### config.mk
export PLATFORM = sky130hd
export DESIGN_NAME = rtc_alarm_wakeup
export DESIGN_NICKNAME = d
export VERILOG_FILES = /design/src/rtc_pkg.sv /design/src/rtc_alarm_wakeup.sv
export SDC_FILE = /design/constraint.sdc
export NUM_CORES = 1
export LEC_CHECK = 0
export BUFFER_PORTS_ARGS = -buffer_cell sky130_fd_sc_hd__buf_2
export CAP_MARGIN = 5
export CELL_PAD_IN_SITES_DETAIL_PLACEMENT = 1
export CELL_PAD_IN_SITES_GLOBAL_PLACEMENT = 1
export CORE_MARGIN = 8
export CORE_UTILIZATION = 36
export CTS_CLUSTER_SIZE = 20
export DETAILED_ROUTE_END_ITERATION = 12
export GPL_ROUTABILITY_DRIVEN = 0
export GPL_TIMING_DRIVEN = 0
export HOLD_SLACK_MARGIN = 0.08
export PLACE_DENSITY = 0.84
export SETUP_SLACK_MARGIN = 0.05
export SYNTH_ARGS = -nofsm -noshare
export SYNTH_HDL_FRONTEND = slang
export SYNTH_SLANG_ARGS = --single-unit
### constraint.sdc
create_clock -name i_clk -period 2.93 [get_ports i_clk]
set_clock_uncertainty 0.2 [all_clocks]
set_input_delay 0.4395 -clock i_clk [delete_from_list [all_inputs] [get_ports i_clk]]
set_output_delay 0.4395 -clock i_clk [all_outputs]
set_load 0.05 [all_outputs]
### src/rtc_pkg.sv
/*
 Package for the real-time clock with alarm and wake-up timer.
 Assumes a 100 MHz system clock and a 32.768 kHz oscillator level sampled on it.
*/
package rtc_pkg;
	localparam int SEC_W = 32;
	localparam int WAKE_W = 16;
	// 32768 Hz / 1 Hz and 32768 Hz / 1 kHz (integer; 32 osc cycles, 32.768 truncated)
	localparam int OSC_HZ = 32768;
	localparam int SEC_DIV = OSC_HZ / 1;
	localparam int MS_DIV = OSC_HZ / 1000;
	localparam logic [SEC_W-1:0] SEC_RST = 32'h0000_0000;
	localparam logic [SEC_W-1:0] MATCH_RST = 32'hFFFF_FFFF;
	localparam logic [WAKE_W-1:0] WAKE_ZERO = 16'h0000;

	typedef struct packed {
		logic alarm;
		logic wake;
	} irq_t;

	typedef struct packed {
		logic alarm_wake_en;
		logic wake_timer_en;
		logic clock_output_pin_sel_osc;
		logic sysclk_sel_osc;
	} ctrl_t;

	typedef enum logic [0:0] {WAKE_IDLE, WAKE_RUN} wake_state_t;
endpackage : rtc_pkg

### src/rtc_alarm_wakeup.sv
/*
 Real-time clock: 32-bit seconds counter with alarm match and a 16-bit
 1 ms one-shot wake-up timer, both ticked from a 32.768 kHz oscillator.
 Assumes the oscillator level is synchronous to i_clk and no faster than it.
*/
`timescale 1ns/1ns
`default_nettype none
module rtc_alarm_wakeup #(
	parameter int SEC_DIVIDE = rtc_pkg::SEC_DIV,
	parameter int MS_DIVIDE = rtc_pkg::MS_DIV
) (
	input wire logic i_clk,
	input wire logic i_sys_rst,
	input wire logic i_ce,
	input wire logic i_osc,
	input wire rtc_pkg::ctrl_t i_ctrl,
	input wire logic i_sec_load,
	input wire logic [rtc_pkg::SEC_W-1:0] i_sec_value,
	input wire logic [rtc_pkg::SEC_W-1:0] i_match,
	input wire logic i_wake_load,
	input wire logic [rtc_pkg::WAKE_W-1:0] i_wake_value,
	input wire rtc_pkg::irq_t i_irq_clr,
	input wire logic i_low_power,
	output logic [rtc_pkg::SEC_W-1:0] o_seconds,
	output logic [rtc_pkg::WAKE_W-1:0] o_wake_count,
	output logic o_wake_running,
	output rtc_pkg::irq_t o_irq,
	output logic o_wakeup,
	output logic o_sysclk_osc,
	output logic o_clock_output_pin
);
	import rtc_pkg::*;

	if (SEC_DIVIDE < 2 || MS_DIVIDE < 2 || SEC_DIVIDE < MS_DIVIDE) begin : g_div_check
		$error("Divider values unsupported");
	end

	localparam int DW = $clog2(SEC_DIVIDE + 1);
	localparam logic [DW-1:0] SEC_LAST = DW'(SEC_DIVIDE - 1);
	localparam logic [DW-1:0] MS_LAST = DW'(MS_DIVIDE - 1);
	localparam logic [DW-1:0] DIV_ZERO = '0;

	logic osc_r, osc_nxt;
	logic osc_rise;
	logic [DW-1:0] sdiv_r, sdiv_nxt, mdiv_r, mdiv_nxt;
	logic sec_tick, ms_tick;
	logic [SEC_W-1:0] sec_r, sec_nxt;
	logic [WAKE_W-1:0] wake_r, wake_nxt;
	wake_state_t wst_r, wst_nxt;
	irq_t irq_r, irq_nxt;
	logic wakeup_r, wakeup_nxt;
	logic run_r, run_nxt;
	logic sclk_r, sclk_nxt, cko_r, cko_nxt;
	logic alarm_hit, wake_hit;

	// Prescalers count oscillator rising edges
	always_comb begin
		osc_nxt = i_osc;
		osc_rise = i_osc && !osc_r;
		sec_tick = osc_rise && (sdiv_r == SEC_LAST);
		ms_tick = osc_rise && (mdiv_r == MS_LAST);
		sdiv_nxt = sdiv_r;
		mdiv_nxt = mdiv_r;
		if (osc_rise) begin
			sdiv_nxt = sec_tick ? DIV_ZERO : sdiv_r + DW'(1);
			// Millisecond divider gated off with the wake timer to save power
			if (wst_r == WAKE_RUN && i_ctrl.wake_timer_en) begin
				mdiv_nxt = ms_tick ? DIV_ZERO : mdiv_r + DW'(1);
			end
		end
		if (wst_r != WAKE_RUN || !i_ctrl.wake_timer_en)
			mdiv_nxt = DIV_ZERO;
	end

	// Seconds counter; wrap is natural modulo arithmetic
	always_comb begin
		sec_nxt = sec_r;
		if (i_sec_load)
			sec_nxt = i_sec_value;
		else if (sec_tick)
			sec_nxt = sec_r + SEC_W'(1);
		alarm_hit = sec_tick && !i_sec_load && (sec_nxt == i_match);
	end

	// One-shot wake-up timer
	always_comb begin
		wake_nxt = wake_r;
		wst_nxt = wst_r;
		wake_hit = 1'b0;
		case (wst_r)
			WAKE_IDLE: begin
				if (i_wake_load && i_ctrl.wake_timer_en && i_wake_value != WAKE_ZERO) begin
					wake_nxt = i_wake_value;
					wst_nxt = WAKE_RUN;
				end
			end
			WAKE_RUN: begin
				if (!i_ctrl.wake_timer_en) begin
					wst_nxt = WAKE_IDLE;
				end else if (i_wake_load) begin
					wake_nxt = i_wake_value;
					if (i_wake_value == WAKE_ZERO)
						wst_nxt = WAKE_IDLE;
				end else if (ms_tick) begin
					wake_nxt = wake_r - WAKE_W'(1);
					if (wake_r == WAKE_W'(1)) begin
						wake_hit = 1'b1;
						wst_nxt = WAKE_IDLE;
					end
				end
			end
			default: wst_nxt = WAKE_IDLE;
		endcase
		run_nxt = (wst_nxt == WAKE_RUN);
	end

	// Sticky flags: a set in the clear cycle wins
	always_comb begin
		irq_nxt.alarm = alarm_hit || (irq_r.alarm && !i_irq_clr.alarm);
		irq_nxt.wake = wake_hit || (irq_r.wake && !i_irq_clr.wake);
		wakeup_nxt = i_low_power && ((irq_nxt.alarm && i_ctrl.alarm_wake_en) || irq_nxt.wake);
		// Registered copy of the oscillator; a gated clock would need a cell
		sclk_nxt = i_ctrl.sysclk_sel_osc && i_osc;
		cko_nxt = i_ctrl.clock_output_pin_sel_osc && i_osc;
	end

	// Prescaler state
	always_ff @(posedge i_clk or posedge i_sys_rst) begin
		if (i_sys_rst) begin
			osc_r <= 1'b0;
			sdiv_r <= DIV_ZERO;
			mdiv_r <= DIV_ZERO;
		end else if (i_ce) begin
			osc_r <= osc_nxt;
			sdiv_r <= sdiv_nxt;
			mdiv_r <= mdiv_nxt;
		end
	end

	// Seconds state
	always_ff @(posedge i_clk or posedge i_sys_rst) begin
		if (i_sys_rst) begin
			sec_r <= SEC_RST;
		end else if (i_ce) begin
			sec_r <= sec_nxt;
		end
	end

	// Wake-up timer state
	always_ff @(posedge i_clk or posedge i_sys_rst) begin
		if (i_sys_rst) begin
			wake_r <= WAKE_ZERO;
			wst_r <= WAKE_IDLE;
			run_r <= 1'b0;
		end else if (i_ce) begin
			wake_r <= wake_nxt;
			wst_r <= wst_nxt;
			run_r <= run_nxt;
		end
	end

	// Flags and output copies
	always_ff @(posedge i_clk or posedge i_sys_rst) begin
		if (i_sys_rst) begin
			irq_r <= '0;
			wakeup_r <= 1'b0;
			sclk_r <= 1'b0;
			cko_r <= 1'b0;
		end else if (i_ce) begin
			irq_r <= irq_nxt;
			wakeup_r <= wakeup_nxt;
			sclk_r <= sclk_nxt;
			cko_r <= cko_nxt;
		end
	end

	assign o_seconds = sec_r;
	assign o_wake_count = wake_r;
	assign o_wake_running = run_r;
	assign o_irq = irq_r;
	assign o_wakeup = wakeup_r;
	assign o_sysclk_osc = sclk_r;
	assign o_clock_output_pin = cko_r;
endmodule : rtc_alarm_wakeup
`default_nettype wire

Yosys cells after proc, flatten, opt, wreduce, memory -nomap -nowiden
Cells that the tools add are included.
{"block": "word_totals", "memories": 0, "inputBits": 93, "ramBits": 0, "output_inout_bits": 54, "mem_bits_ro": 0, "elab_cells": 77, "latchBits": 0, "regBits": 87}
{"block": "classes", "reduce_logical": 30, "n_div": 0, "eq_ne": 7, "order_cmp": 0, "shift": 0, "addsub": 4, "n_mul": 0, "bitwise": 1, "mux": 24}
{"cell": "16-bit two-way mux", "n": 9}
{"cell": "32-bit two-way mux", "n": 2}
{"cell": "16-bit by 1-bit adder with 16-bit output (second input constant)", "n": 2}
{"cell": "32-bit by 1-bit adder with 32-bit output (second input constant)", "n": 1}
{"cell": "32-bit == test", "n": 1}
{"cell": "16-bit one-hot mux with 2 select lines", "n": 1}
{"cell": "16-bit by 1-bit == test with 1-bit output (second input constant)", "n": 1}
{"cell": "16-bit by 15-bit == test with 1-bit output (second input constant)", "n": 1}
{"cell": "16-bit by 5-bit == test with 1-bit output (second input constant)", "n": 1}
{"cell": "16-bit zero test", "n": 1}
{"cell": "16-bit nonzero test", "n": 1}
{"cell": "16-bit by 1-bit subtractor with 16-bit output (second input constant)", "n": 1}
{"cell": "1-bit logical AND", "n": 14}
{"cell": "1-bit two-way mux", "n": 11}
{"cell": "1-bit zero test", "n": 5}
{"cell": "1-bit logical OR", "n": 4}
{"cell": "4-bit AND reduction", "n": 1}
{"cell": "2-bit nonzero test", "n": 2}
{"cell": "3-bit != test (second input constant)", "n": 1}
{"cell": "3-bit AND reduction", "n": 1}
{"cell": "2-bit by 1-bit != test with 1-bit output (second input constant)", "n": 1}
{"cell": "2-bit != test (second input constant)", "n": 1}
{"cell": "1-bit one-hot mux with 2 select lines", "n": 1}
{"cell": "2-bit AND reduction", "n": 1}
{"cell": "1-bit NOT", "n": 1}

Longest topological paths before layout
{"block": "logic_depth", "word_depth": 11, "mapped_depth": 10, "mapped_depth_nobuf": 9}

Worst setup path before layout
Ideal clock, no wire load.
{"block": "synth_timing", "kind": "reg-to-reg", "startpoint": "register sec_r[2] (netlist: o_seconds[2])", "endpoint": "register wakeup_r (netlist: o_wakeup)", "slack_ns": -0.482, "t_arrival_ns": 3.116, "period_less_slack_ns": 3.412, "stages_incl_launch_ff": 10, "required_time_ns": 2.635, "path_buffers": 1, "setup_ns": 0.095, "cell_sequence": "dfrtp_1 > buf_2 > nand4_1 > or4_4 > nor3_4 > a2bb2oi_2 > o2111ai_1 > or4b_1 > nand4b_1 > o31ai_1"}
{"block": "synth_via", "elab_chain_len": 9}
{"element": "start, declared", "line_no": "rtc_alarm_wakeup.sv:47", "rtl": "logic [SEC_W-1:0] sec_r, sec_nxt;"}
{"element": "start signal, assigned", "line_no": "rtc_alarm_wakeup.sv:145", "rtl": "sec_r <= sec_nxt;"}
{"element": "32-bit by 1-bit adder with 32-bit output", "line_no": "rtc_alarm_wakeup.sv:81", "rtl": "sec_nxt = sec_r + SEC_W'(1);"}
{"element": "32-bit two-way mux *", "line_no": "rtc_alarm_wakeup.sv:80", "rtl": "else if (sec_tick)"}
{"element": "32-bit two-way mux *", "line_no": "rtc_alarm_wakeup.sv:78", "rtl": "if (i_sec_load)"}
{"element": "32-bit == test *", "line_no": "rtc_alarm_wakeup.sv:82", "rtl": "alarm_hit = sec_tick && !i_sec_load && (sec_nxt == i_match);"}
{"element": "1-bit logical AND *", "line_no": "rtc_alarm_wakeup.sv:82"}
{"element": "1-bit logical OR *", "line_no": "rtc_alarm_wakeup.sv:119", "rtl": "irq_nxt.alarm = alarm_hit || (irq_r.alarm && !i_irq_clr.alarm);"}
{"element": "1-bit logical AND *", "line_no": "rtc_alarm_wakeup.sv:121", "rtl": "wakeup_nxt = i_low_power && ((irq_nxt.alarm && i_ctrl.alarm_wake_en) || irq_nxt.wake);"}
{"element": "1-bit logical OR *", "line_no": "rtc_alarm_wakeup.sv:121"}
{"element": "1-bit logical AND *", "line_no": "rtc_alarm_wakeup.sv:121"}
{"element": "end signal, assigned", "line_no": "rtc_alarm_wakeup.sv:171", "rtl": "wakeup_r <= wakeup_nxt;"}
{"element": "end, declared", "line_no": "rtc_alarm_wakeup.sv:51", "rtl": "logic wakeup_r, wakeup_nxt;"}
Every way passes the cells marked *; elsewhere a longest branch is shown, timed or not.
A chain may end at the register's enable or synchronous reset.

Worst setup path in the final report
{"block": "layout_timing", "startpoint": "register sec_r[8] (netlist: o_seconds[8])", "endpoint": "register irq_r, in the netlist o_irq[1]"}
{"block": "layout_via", "elab_chain_len": 6}
{"element": "32-bit by 1-bit adder with 32-bit output", "line_no": "rtc_alarm_wakeup.sv:81"}
{"element": "32-bit two-way mux *", "line_no": "rtc_alarm_wakeup.sv:80"}
{"element": "32-bit two-way mux *", "line_no": "rtc_alarm_wakeup.sv:78"}
{"element": "32-bit == test *", "line_no": "rtc_alarm_wakeup.sv:82"}
{"element": "1-bit logical AND *", "line_no": "rtc_alarm_wakeup.sv:82"}
{"element": "1-bit logical OR *", "line_no": "rtc_alarm_wakeup.sv:119"}
{"element": "end signal, assigned", "line_no": "rtc_alarm_wakeup.sv:170", "rtl": "irq_r <= irq_nxt;"}
{"element": "end, declared", "line_no": "rtc_alarm_wakeup.sv:50", "rtl": "irq_t irq_r, irq_nxt;"}
Marks and branches as above.

==> metrics.txt <==
top cell type's share of synthesized area=0.335; Max Cap Viol=0; Die H=between 150 and 200 um; Arrival @ worst endpoint=3590 ps; Setup crit start=o_seconds[8]$_DFFE_PP0P_; final hold violations=0; setup tns final=-1200 ps; Post-Layout Inst Area=8310 sq um; via-per-instance ratio=6.25; largest net degree at the start of global routing=33; CP Launch Type=register; first-pass GRT wire length=around 44000 um; Congestion Overflow GR=0; clk slew on worst S/H paths=around 70 ps; critical-path cell list=clkbuf_2, nand4_1, buf_4, buf_4, nor3_2, nand4_1, mux2i_1, a211oi_1, or4b_1, nand4b_1, buf_6, o31ai_4; root buf cell=clkbuf_16; initial core utilization=0.364; GRT Util Overall=0.247; RSZ-0062 raised after global routing=true; EDFF count, synth=0; Worst Hold Depth=3; Num Clock Sinks=87; Pleak=3.51 nW; status=complete, but fails checks; Ant. Diodes=0; Final Power=4.19 mW; FF-to-FF setup slack=-600 ps; relative slew slack=0.460; post-synthesis sequential area ratio=0.335; commonest non-fill, non-tap cell in the layout=buf_2; PortBufs=between 100 and 150; Fin Hold WS=142 ps; failing checks=negative setup slack; Synth area leader=dfrtp_1; Net Count, Synth=around 930; clk_lat worst skew=350 ps; Ys Warns=0; Post-Route WL=around 29000 um; number of global-route vias before repair=roughly 8100; FP Rows=49; flop and latch count out of synthesis=87; I/O Pins=around 150; crit path capture=o_irq[1]$_DFFE_PP0P_; Worst-Margin Slew=811 ps; Power Density=between 500 and 600 nW/um^2; CTS Buf Count=9; slowest CP cell=or4b_1; clk buf depth=2; Post-layout nets=1119; Area Growth Syn to Fin=27.9%; full die area=22600 sq um; Crit path largest cell delay=~480 ps; DRT antenna net count=0; Slew Viols, Final=0; Synth area leaders=dfrtp_1 34%, o21ai_0 5.3%, nand2_1 4.9%; Peak VDD IR=0.307 mV; library cells used by synthesis=77; core area=17800 sq um; critical path endpoint category=register; die width=between 150 and 200 um; synthesized cell area=between 6000 and 7000 sq um; Post-synth ARST share=1.00; Max Clk Rate=283 MHz; worst reg2reg path startpoint=o_seconds[8]$_DFFE_PP0P_; Hold Crit Class=input port to register; Synth Instances=roughly 830; crit path max fanout=7; Worst Path Required=between 2000 and 3000 ps; Final Cycle Share=1.20; ys flop type=dfrtp_1; final worst path period need=between 3000 and 4000 ps; DR vias=roughly 7800; share of layout cells above drive strength 1=0.261; filler instances=roughly 2300; commonest non-fill, non-tap cells in the layout=149 x buf_2, 82 x nand2_1, 82 x nor2_1, 76 x dfrtp_1, 69 x o21ai_0; htree depth=3; crit path kind=register to register; DP Area=between 7000 and 8000 sq um; r2r endpoint=o_irq[1]$_DFFE_PP0P_; final core occ=0.466; first drt pass iteration count=6; DRC Markers=0; Final WS setup=-600 ps; TritonCTS clock tree=yes; DPL Wire Length=between 20000 and 25000 um; Register-to-Register Path Depth=12; syn avg cell area=between 7 and 8 sq um; detailed-route wire length per cell=between 20 and 25 um; Setup Viol. Count Final=2; DRT iter0 DRCs=758; initial antenna violation count=1
[critical path: cells and delay by family, from the launching register on]
family | cells | cell delay [ps]
simple gates | 5 | 1420
buf+inv | 4 | 740
compound gates | 2 | 450
flops | 1 | 410
mux | 1 | 220
[repair_timing]
item                                   in CTS  in global routing
hold buffers                                1                  0
gates cloned                                0                  0
resized for setup                          35                 13
buffers inserted                           23                  7
endpoints found under the hold margin      28                  0
setup endpoints to repair                  27                 25
pin swaps                                  17                  6
[report_power, final]
part           switching, mW  total [mW]  internal (mW)  leakage, nW
registers              0.214        1.56           1.34         1.08
clock network          0.535        1.13          0.595        0.134
logic                   1.04        1.50          0.462         2.29
[synthesized netlist by cell type (7+ instances only)]
library cell,count
clkbuf_1,34
a21o_1,12
a22oi_1,11
or3_1,13
nand3_1,36
o31ai_1,10
o22ai_1,13
xor2_1,20
a31oi_1,14
nor3_1,38
nor4_1,18
o21ai_0,69
a22o_1,8
nand2_1,85
nand4_1,37
nor2_1,83
nor2b_1,7
inv_1,27
a21oi_1,55
buf_1,7
dfrtp_1,87
xnor2_1,27
[stage by stage]
step | cells | worst slack, ps
6_report | 1254 | -600
5_1_grt | 1254 | -648
4_1_cts | 1247 | -483
3_5_place_dp | 1209 | -1100
3_3_place_gp | 1207 | -1080
2_1_floorplan | 833 | -195
[cell type report]
cell class / instances / area [sq um] / area share
timing repair buffer: 178 / 1020 / 0.122
clock inverter: 5 / 35.0 / 0.00421
clock buffer: 10 / 239 / 0.0287
inverter: 28 / 109 / 0.0131
multi-input combinational: 670 / 4220 / 0.508
buffer: 47 / 216 / 0.0260
sequential: 87 / 2190 / 0.264
tap: 229 / 287 / 0.0345
[metal layers]
metal	up-vias	wire length (um)	track usage
met5	-	13	0
met4	2	1170	0.121
met3	109	2700	0.0541
met2	414	13100	0.390
met1	3839	11800	0.313
li1	3472	-	-
[registers in the layout, summed over array words and instances, names as in the netlist]
| signal | count |
|---|---|
| mdiv_r | 16 |
| o_clock_output_pin | 1 |
| o_irq | 2 |
| o_seconds | 32 |
| o_sysclk_osc | 1 |
| o_wake_count | 16 |
| o_wake_running | 1 |
| o_wakeup | 1 |
| osc_r | 1 |
| sdiv_r | 16 |
[cells by family after synthesis]
group | share of synthesized area
adder cells (fa/ha/maj) | 0.00963
XOR/XNOR | 0.0633
AND/OR/NAND/NOR | 0.296
buffers and inverters | 0.0466
flip-flops | 0.335
AO/OA/AOI/OAI | 0.236
multiplexers | 0.0131
[worst min-delay path by stage]
| stage | slack (ps) | end | from |
|---|---|---|---|
| floorplan | 270 | sdiv_r[6]$_DFFE_PP0P_ | sdiv_r[6]$_DFFE_PP0P_ |
| global placement | 290 | sdiv_r[6]$_DFFE_PP0P_ | sdiv_r[6]$_DFFE_PP0P_ |
| detailed placement | 320 | sdiv_r[6]$_DFFE_PP0P_ | sdiv_r[6]$_DFFE_PP0P_ |
| CTS | 130 | o_wake_count[0]$_DFFE_PP0P_ | i_wake_value[0] |
| global route | 160 | o_sysclk_osc$_DFFE_PP0P_ | i_ctrl[0] |
| finish | 140 | o_wake_count[0]$_DFFE_PP0P_ | i_wake_value[0] |
Power figures use the tool's default switching activity.
